File: src/shared/dma_chan_defs.svh
`ifndef DMA_CHAN_DEFS_SVH
`define DMA_CHAN_DEFS_SVH
// Register byte addresses
`define OFS_SRC_SEL   12'h000
`define OFS_CTRL      12'h004
`define OFS_SRC_ADDR  12'h008
`define OFS_DST_ADDR  12'h00C
`define OFS_COUNT     12'h010
`define OFS_INT_CTRL  12'h014
`define OFS_SER_STAT  12'h018
// Source select fields
`define SEL_LO        0
`define SEL_HI        3
`define SEL_EXT_BIT   6
`define SEL_SW_BIT    7
`define SEL_RD_MASK   32'h000000CF
// Source codes for the serial events
`define SEL_CODE_TX   4'h1
`define SEL_CODE_RX   4'h2
// Channel control fields
`define CTL_UNIT_BIT  0
`define CTL_RPT_BIT   1
`define CTL_REQ_BIT   2
`define CTL_EN_BIT    3
`define CTL_SDIR_BIT  4
`define CTL_DDIR_BIT  5
`define CTL_RD_MASK   32'h0000003F
// Address and counter widths
`define ADDR_MASK     32'h000FFFFF
`define CNT_MASK      32'h0000FFFF
// Interrupt control fields
`define ILVL_LO       0
`define ILVL_HI       2
`define IR_BIT        3
`endif

File: src/shared/dma_chan_pkg.sv
package dma_chan_pkg;
   typedef enum logic [1:0] {
      ST_IDLE,
      ST_READ,
      ST_WRITE
   } xfer_state_t;
endpackage : dma_chan_pkg

File: src/logic/uart_dma_channel.sv
`timescale 1ns/10ps
`include "dma_chan_defs.svh"

module uart_dma_channel
   import dma_chan_pkg::*;
#(
   parameter int          ADDR_W     = 20,
   parameter int          CNT_W      = 16,
   parameter int          NUM_SER    = 3,
   parameter logic        CHANNEL_ID = 1'b0,
   parameter logic [3:0]  SER_ONE    = 4'h1
) (
   // Clock and reset
   input  wire logic                sys_clk,
   input  wire logic                reset_n,
   // APB slave
   input  wire logic                psel,
   input  wire logic                penable,
   input  wire logic                pwrite,
   input  wire logic [11:0]         paddr,
   input  wire logic [31:0]         pwdata,
   output logic      [31:0]         prdata,
   output logic                     pready,
   output logic                     pslverr,
   // Serial channel status, one bit per channel
   input  wire logic [NUM_SER-1:0]  tx_empty_in,
   input  wire logic [NUM_SER-1:0]  rx_done_in,
   // Memory bus master
   output logic                     mem_rd,
   output logic                     mem_wr,
   output logic      [ADDR_W-1:0]   mem_addr,
   output logic      [7:0]          mem_wdata,
   input  wire logic [7:0]          mem_rdata,
   input  wire logic                mem_ack,
   // Interrupt toward the processor
   output logic                     irq_req,
   output logic      [2:0]          irq_level
);

   typedef struct packed {
      logic [NUM_SER-1:0] tx_s1;
      logic [NUM_SER-1:0] tx_s2;
      logic [NUM_SER-1:0] tx_prev;
      logic [NUM_SER-1:0] rx_s1;
      logic [NUM_SER-1:0] rx_s2;
      logic [NUM_SER-1:0] rx_prev;
      logic [3:0]         src_sel;
      logic               ext_sel;
      logic               sw_req;
      logic               unit_sel;
      logic               rpt_sel;
      logic               req_flag;
      logic               enable;
      logic               src_dir;
      logic               dst_dir;
      logic [ADDR_W-1:0]  src_addr;
      logic [ADDR_W-1:0]  dst_addr;
      logic [CNT_W-1:0]   count;
      logic [CNT_W-1:0]   reload;
      logic [2:0]         ilvl;
      logic               ir;
      xfer_state_t        state;
      logic [7:0]         data;
      logic               mem_rd;
      logic               mem_wr;
      logic [ADDR_W-1:0]  mem_addr;
      logic [31:0]        prdata;
      logic               pready;
      logic               pslverr;
      logic               irq_req;
      logic [2:0]         irq_level;
   } state_t;

   state_t st_r;
   state_t st_nxt;

   ////////////////////////////////////////////////////////////////////////
   // Event decode for the transfer trigger; status readback uses the synced flags

   function automatic logic event_hit(input logic [3:0] sel,
                                      input logic [NUM_SER-1:0] tx_rise,
                                      input logic [NUM_SER-1:0] rx_rise);
      logic [3:0] idx;
      logic       hit;
      idx = sel - 4'h1;
      hit = 1'b0;
      for (int i = 0; i < NUM_SER; i++) begin
         if (sel == 4'(2 * i) + `SEL_CODE_TX) begin
            if (!(4'(i) == SER_ONE && CHANNEL_ID != 1'b0)) begin
               hit = tx_rise[i];
            end
         end else if (sel == 4'(2 * i) + `SEL_CODE_RX) begin
            if (!(4'(i) == SER_ONE && CHANNEL_ID != 1'b1)) begin
               hit = rx_rise[i];
            end
         end
      end
      if (idx == 4'hF) begin
         hit = 1'b0;
      end
      return hit;
   endfunction : event_hit

   function automatic logic [ADDR_W-1:0] step(input logic [ADDR_W-1:0] a,
                                              input logic dir,
                                              input logic unit);
      logic [ADDR_W-1:0] inc;
      inc = unit ? ADDR_W'(1) : ADDR_W'(2);
      return dir ? a + inc : a;
   endfunction : step

   ////////////////////////////////////////////////////////////////////////
   // Next state

   always_comb begin
      logic [NUM_SER-1:0] tx_rise;
      logic [NUM_SER-1:0] rx_rise;
      logic               trig;
      logic               wr_acc;
      logic               rd_acc;
      logic               last;
      tx_rise = '0;
      rx_rise = '0;
      trig    = 1'b0;
      wr_acc  = 1'b0;
      rd_acc  = 1'b0;
      last    = 1'b0;
      st_nxt  = st_r;

      st_nxt.tx_s1   = tx_empty_in;
      st_nxt.tx_s2   = st_r.tx_s1;
      st_nxt.tx_prev = st_r.tx_s2;
      st_nxt.rx_s1   = rx_done_in;
      st_nxt.rx_s2   = st_r.rx_s1;
      st_nxt.rx_prev = st_r.rx_s2;
      tx_rise = st_r.tx_s2 & ~st_r.tx_prev;
      rx_rise = st_r.rx_s2 & ~st_r.rx_prev;

      trig = event_hit(st_r.src_sel, tx_rise, rx_rise) | st_r.sw_req;
      st_nxt.sw_req = 1'b0;

      // APB answers in the access cycle with a one-cycle pready; a write
      // lands only at the edge where the master samples pready high
      st_nxt.pready  = 1'b0;
      st_nxt.pslverr = 1'b0;
      if (psel && !penable) begin
         st_nxt.pready = 1'b1;
         rd_acc = !pwrite;
         if (paddr > `OFS_SER_STAT ||
             (pwrite && paddr == `OFS_SER_STAT)) begin
            st_nxt.pslverr = 1'b1;
         end
      end
      wr_acc = psel && penable && pwrite && st_r.pready;

      // request flag, set wins over a software clear
      if (wr_acc && paddr == `OFS_CTRL) begin
         st_nxt.unit_sel = pwdata[`CTL_UNIT_BIT];
         st_nxt.rpt_sel  = pwdata[`CTL_RPT_BIT];
         st_nxt.req_flag = pwdata[`CTL_REQ_BIT];
         st_nxt.enable   = pwdata[`CTL_EN_BIT];
         st_nxt.src_dir  = pwdata[`CTL_SDIR_BIT];
         st_nxt.dst_dir  = pwdata[`CTL_DDIR_BIT];
      end else if (wr_acc && paddr == `OFS_SRC_SEL) begin
         st_nxt.src_sel = pwdata[`SEL_HI:`SEL_LO];
         st_nxt.ext_sel = pwdata[`SEL_EXT_BIT];
         st_nxt.sw_req  = pwdata[`SEL_SW_BIT];
      end else if (wr_acc && paddr == `OFS_SRC_ADDR) begin
         st_nxt.src_addr = pwdata[ADDR_W-1:0];
      end else if (wr_acc && paddr == `OFS_DST_ADDR) begin
         st_nxt.dst_addr = pwdata[ADDR_W-1:0];
      end else if (wr_acc && paddr == `OFS_COUNT) begin
         st_nxt.count  = pwdata[CNT_W-1:0];
         st_nxt.reload = pwdata[CNT_W-1:0];
      end else if (wr_acc && paddr == `OFS_INT_CTRL) begin
         st_nxt.ilvl = pwdata[`ILVL_HI:`ILVL_LO];
         st_nxt.ir   = st_r.ir & pwdata[`IR_BIT];
      end

      // hardware raises request, set beats clear
      if (trig && st_r.enable) begin
         st_nxt.req_flag = 1'b1;
      end

      case (st_r.state)
         ST_IDLE: begin
            if (st_r.enable && st_r.req_flag) begin
               st_nxt.req_flag = trig;
               st_nxt.state    = ST_READ;
               st_nxt.mem_rd   = 1'b1;
               st_nxt.mem_addr = st_r.src_addr;
            end
         end
         ST_READ: begin
            if (mem_ack) begin
               st_nxt.data     = mem_rdata;
               st_nxt.mem_rd   = 1'b0;
               st_nxt.mem_wr   = 1'b1;
               st_nxt.mem_addr = st_r.dst_addr;
               st_nxt.state    = ST_WRITE;
            end
         end
         ST_WRITE: begin
            if (mem_ack) begin
               st_nxt.mem_wr = 1'b0;
               st_nxt.state  = ST_IDLE;
               st_nxt.src_addr = step(st_r.src_addr, st_r.src_dir,
                                      st_r.unit_sel);
               st_nxt.dst_addr = step(st_r.dst_addr, st_r.dst_dir,
                                      st_r.unit_sel);
               last = (st_r.count == '0);
               st_nxt.count = st_r.count - CNT_W'(1);
               if (last) begin
                  st_nxt.ir = 1'b1;
                  if (!st_r.rpt_sel) begin
                     st_nxt.enable = 1'b0;
                  end else begin
                     st_nxt.count = st_r.reload;
                  end
               end
            end
         end
         default: st_nxt.state = ST_IDLE;
      endcase

      st_nxt.prdata = '0;
      if (rd_acc) begin
         if (paddr == `OFS_SRC_SEL) begin
            st_nxt.prdata = 32'({st_r.sw_req, st_r.ext_sel, 2'b00,
                                 st_r.src_sel}) & `SEL_RD_MASK;
         end else if (paddr == `OFS_CTRL) begin
            st_nxt.prdata = 32'({st_r.dst_dir, st_r.src_dir, st_r.enable,
                                 st_r.req_flag, st_r.rpt_sel,
                                 st_r.unit_sel}) & `CTL_RD_MASK;
         end else if (paddr == `OFS_SRC_ADDR) begin
            st_nxt.prdata = 32'(st_r.src_addr) & `ADDR_MASK;
         end else if (paddr == `OFS_DST_ADDR) begin
            st_nxt.prdata = 32'(st_r.dst_addr) & `ADDR_MASK;
         end else if (paddr == `OFS_COUNT) begin
            st_nxt.prdata = 32'(st_r.count) & `CNT_MASK;
         end else if (paddr == `OFS_INT_CTRL) begin
            st_nxt.prdata = 32'({st_r.ir, st_r.ilvl});
         end else if (paddr == `OFS_SER_STAT) begin
            st_nxt.prdata = 32'({st_r.rx_s2, st_r.tx_s2});
         end
      end

      // level zero keeps the request from the processor
      st_nxt.irq_level = st_nxt.ilvl;
      st_nxt.irq_req   = st_nxt.ir && (st_nxt.ilvl != 3'h0);
   end

   ////////////////////////////////////////////////////////////////////////
   // State register

   always_ff @(posedge sys_clk or negedge reset_n) begin
      if (!reset_n) begin
         st_r       <= '0;
         st_r.state <= ST_IDLE;
      end else begin
         st_r <= st_nxt;
      end
   end

   assign prdata    = st_r.prdata;
   assign pready    = st_r.pready;
   assign pslverr   = st_r.pslverr;
   assign mem_rd    = st_r.mem_rd;
   assign mem_wr    = st_r.mem_wr;
   assign mem_addr  = st_r.mem_addr;
   assign mem_wdata = st_r.data;
   assign irq_req   = st_r.irq_req;
   assign irq_level = st_r.irq_level;

endmodule : uart_dma_channel

File: config.mk
export PLATFORM = sky130hd
export DESIGN_NAME = uart_dma_channel
export DESIGN_NICKNAME = d
export VERILOG_FILES = /design/src/shared/dma_chan_pkg.sv /design/src/logic/uart_dma_channel.sv
export VERILOG_INCLUDE_DIRS = /design/src /design/src/shared
export SDC_FILE = /design/constraint.sdc
export NUM_CORES = 1
export LEC_CHECK = 0
export ABC_AREA = 0
export ABC_CLOCK_PERIOD_IN_PS = 2130
export BUFFER_PORTS_ARGS = -buffer_cell sky130_fd_sc_hd__buf_2
export CORE_ASPECT_RATIO = 0.8
export CORE_UTILIZATION = 58
export DETAILED_ROUTE_END_ITERATION = 8
export GPL_TIMING_DRIVEN = 0
export PLACE_DENSITY = 0.81
export SLEW_MARGIN = 10
export SYNTH_ARGS = -nofsm -noshare
export SYNTH_HDL_FRONTEND = slang
export SYNTH_SLANG_ARGS = --single-unit
File: constraint.sdc
create_clock -name sys_clk -period 2.13 [get_ports sys_clk]
set_input_delay 0.426 -clock sys_clk [delete_from_list [all_inputs] [get_ports sys_clk]]
set_output_delay 0.426 -clock sys_clk [all_outputs]
set_load 0.005 [all_outputs]
==> metrics.csv <==
stage,metric,value,unit
global_route,initial antenna violation count,0,
timing,Final Hold Violating Endpoints,0,
timing,fin. max-slew vios,0,
drt,routed len/inst,20.60,um
clock_network,CTS max path bufs,2,
finish,Final nets,1094,
power_and_ir_drop,Sw Pwr,1.926,mW
global_route,met1 usage in global routing,0.4671,
global_route,GRT Max-Usage Layer,met2,
power_and_ir_drop,Tot Pwr,7.441,mW
finish,Ant. Diodes,0,
power_and_ir_drop,PwrDens,723.2,mW/mm2
run_status,status,"finished, violations left",
clock_network,H-tree Lvls,4,
timing,worst slew pin tran,0.7783,ns
setup_path,crit path kind,reg -> reg,
global_route,met3 Usage GRT,0.1063,
finish,Area Growth Syn to Fin,19.19,%
logic_synthesis,share of the synthesized area in the top cell type,0.4638,
setup_path,type of destination of the critical path,flip-flop,
floorplanning,core area,0.01440,mm2
power_and_ir_drop,Gate power share,0.105,
global_route,global-route wire length before repair,39050,um
setup_path,worst reg-to-reg path cell count,5,
setup_path,crit-path max FO,10,
logic_synthesis,#FFs+latches synth,160,
timing,Max-slew headroom,0.4768,
clock_network,worst-skew pair later-pin latency,0.43,ns
logic_synthesis,cell count after synthesis,880,
logic_synthesis,fraction of registers with async set/reset,1.000,
timing,final setup fails,0,
finish,layout cells sized above 1,0.2973,
clock_network,"CTS clk-pin slew, worst paths",0.07,ns
power_and_ir_drop,Switching Fraction,0.2588,
drt,# DRC,20,
setup_path,Worst path depth,5,
setup_path,crit-path max cell delay,0.67,ns
placed_design,PortBufs,105,
setup_path,CP Cell Sequence,and3b_2 > buf_2 > nor4_2 > nor3_1 > a211oi_1,
floorplanning,Die Ht,111.1,um
setup_path,crit path launch type,flip-flop,
logic_synthesis,post-synth top area cell,dfrtp_1,
power_and_ir_drop,sequential fraction of design power,0.455,
timing,Final WS setup,0.04309,ns
global_route,Tot GR Track Use,0.3333,
clock_network,clock root cell,clkbuf_16,
timing,Layout Skew,0.008066,ns
setup_path,Crit path arrival time,2.43,ns
timing,Final period util,0.9798,
clock_network,TritonCTS clock tree,built,
timing,RSZ-0062 raised after global routing,yes,
worst_hold_path,Hold Crit Class,in -> reg,
flow_run,MaxCap Viol Count,0,
floorplanning,DIE AREA,0.01538,mm2
drt,DR pass1 iterations,9,
floorplanning,Die W,138.4,um
logic_synthesis,Mapped Area,0.008632,mm2
logic_synthesis,register area share after synthesis,0.4638,
global_route,pin count of the biggest net entering global routing,98,
floorplanning,IO Count,132,
power_and_ir_drop,static leakage,5.126,nW
power_and_ir_drop,clock share of power,0.440,
placed_design,routability cong.,0.9789,
timing,Final Critical Period,2.087,ns
setup_path,"Req. time, crit path",2.47,ns
global_route,global route overflow,0,
logic_synthesis,Ys Warns,0,
drt,routed via count,7721,
logic_synthesis,number of flops mapped to enable cells by yosys,0,
global_route,M2 GR Usage,0.4907,
worst_hold_path,cell depth of the worst hold path,1,
floorplanning,row count,39,
logic_synthesis,most area-consuming cells after synthesis,"dfrtp_1 46%, buf_4 5.6%, nand2_1 4.0%",
drt,Detail Route Antenna Nets,0,
logic_synthesis,Main synth FF type,dfrtp_1,
logic_synthesis,post-synth cell types,76,
power_and_ir_drop,maximum vdd drop,561.9,uV
setup_path,critical path's top delay family,simple AND/OR/NAND/NOR gates,
placed_design,Final HPWL DP,17680,um
drt,drt total wl,25140,um
drt,DR iter-0 viols,1115,
setup_path,Critical-path top delay cell,nor4_2,
placed_design,Placement Setup Slack,-0.4731,ns
run_status,failing checks,DRC,
global_route,vias in the first global route,7028,
timing,Peak Freq,479.2,MHz
clock_network,Num CTS Buffers,17,
floorplanning,Initial Utilization,0.5997,
logic_synthesis,syn_area_per_cell,9.809,um2
drt,via-per-instance ratio,6.329,
setup_path,Buf/Inv on CP,1,
clock_network,clock net sink count,160,
power_and_ir_drop,Pint,5.515,mW
cell type report:
class	count	area [um2]
multi-input cells	585	3940
clock inverters	12	182.7
repair buffers	117	648.1
well taps	184	230.2
inverters	34	127.6
clock buffers	20	446.7
flip-flops and latches	160	4004
plain buffers	108	709.4
fillers	1097	4106
placed cells by master, fill, tap and decap left out, types with 6 or more instances in the layout:
cell type,netlist,layout
o211ai_1,11,11
a21oi_1,32,32
and4_1,10,9
nand3b_1,7,7
a31oi_1,6,6
buf_4,64,74
a211oi_2,5,6
o22ai_1,11,11
nand4_1,13,13
and3_1,17,15
mux2i_1,22,22
conb_1,1,12
nand2b_1,7,7
buf_2,12,118
clkbuf_2,0,6
clkbuf_1,30,20
a222oi_1,28,28
o21ai_0,36,36
o32ai_1,8,8
nand2_1,92,91
mux2_2,24,24
nor3_1,29,26
dfrtp_1,160,160
nor2_1,71,70
xnor2_1,8,8
nand3_1,28,27
a211oi_1,10,9
inv_1,33,32
clkbuf_16,0,17
worst register-to-register path, cell delays in order, from the launching register on:
cell and delay (ns):
dfrtp_1 0.45, and3b_2 0.31, buf_2 0.22, nor4_2 0.67
nor3_1 0.11, a211oi_1 0.23
timing repair:
| item | 4_1_cts | 5_1_grt |
|---|---|---|
| hold buffers | 1 | 0 |
| buffers inserted | 5 | 5 |
| setup endpoints to repair | 49 | 76 |
| endpoints found under the hold margin | 63 | 0 |
| pin swaps | 3 | 4 |
| gates resized for setup | 13 | 30 |
per-layer routing:
layer / wire [um] / share of wire
met1: 10310 / 0.41
met2: 10890 / 0.43
met3: 3295 / 0.13
met4: 638 / 0.025
met5: 0 / 0
power groups by stage:
stage | Sequential (mW) | Clock, mW | Combinational [mW]
floorplan | 3.34 | 0 | 0.464
global placement | 3.40 | 0 | 0.707
detailed placement | 3.40 | 0 | 0.731
CTS | 3.35 | 3.29 | 0.765
global route | 3.39 | 3.43 | 0.861
finish | 3.38 | 3.27 | 0.784
path summary, 6_finish.rpt:
check,start,endpoint,slack (ns)
setup / recovery,st_r[69],st_r[124],0.04
max in group asynchronous,reset_n,st_r[82],0.79
hold / removal,rx_done_in[1],st_nxt[162],0.1
hold reg to reg,st_nxt[171],st_nxt[168],0.35
min in group asynchronous,reset_n,mem_addr[8],0.54
setup reg to reg,st_r[69],st_r[124],0.04
cells in the mapped netlist, drive strengths merged, types with 6 or more instances:
cell	number
o21ai	37
xnor2	8
o22ai	11
nor3	33
mux2	24
nand3b	7
nor4	7
nor2	73
mux2i	22
nand2b	7
nand3	29
inv	33
o211ai	11
buf	82
a21oi	32
nand4	15
and3	17
a31oi	6
clkbuf	30
nand2	94
a222oi	28
dfrtp	160
a211oi	15
o32ai	8
and4	10
cell families (layout without fill, tap and decap cells):
kind of cell,count (synthesis),after routing,synth area share
XOR/XNOR,11,11,0.01116
adder cells (fa/ha/maj),7,7,0.01189
AO/OA/AOI/OAI,195,195,0.1676
multiplexers,46,46,0.05682
AND/OR/NAND/NOR,314,314,0.1916
other,1,12,0.0004344
flip-flops,160,160,0.4638
buffers and inverters,146,291,0.09668
registers in the layout (all words and copies together) (netlist names):
name,flops
irq_level,3
irq_req,1
mem_addr,20
mem_rd,1
mem_wdata,8
mem_wr,1
prdata,20
pready,1
pslverr,1
st_nxt,12
st_r,92
stage by stage:
step	std cells	instance area, um2	TNS [ns]	util	hold WS, ns
2_1_floorplan	891	8673	0	-	0.1304
3_3_place_gp	1180	9429	-304.21	0.6550	0.3320
3_5_place_dp	1181	9467	-28.72	0.6576	0.3347
4_1_cts	1218	10190	0	0.7080	0.09468
5_1_grt	1220	10290	-0.006106	0.7147	0.08794
6_report	1220	10290	0	0.7147	0.09901
No activity file was read; power rests on OpenSTA's default activity.
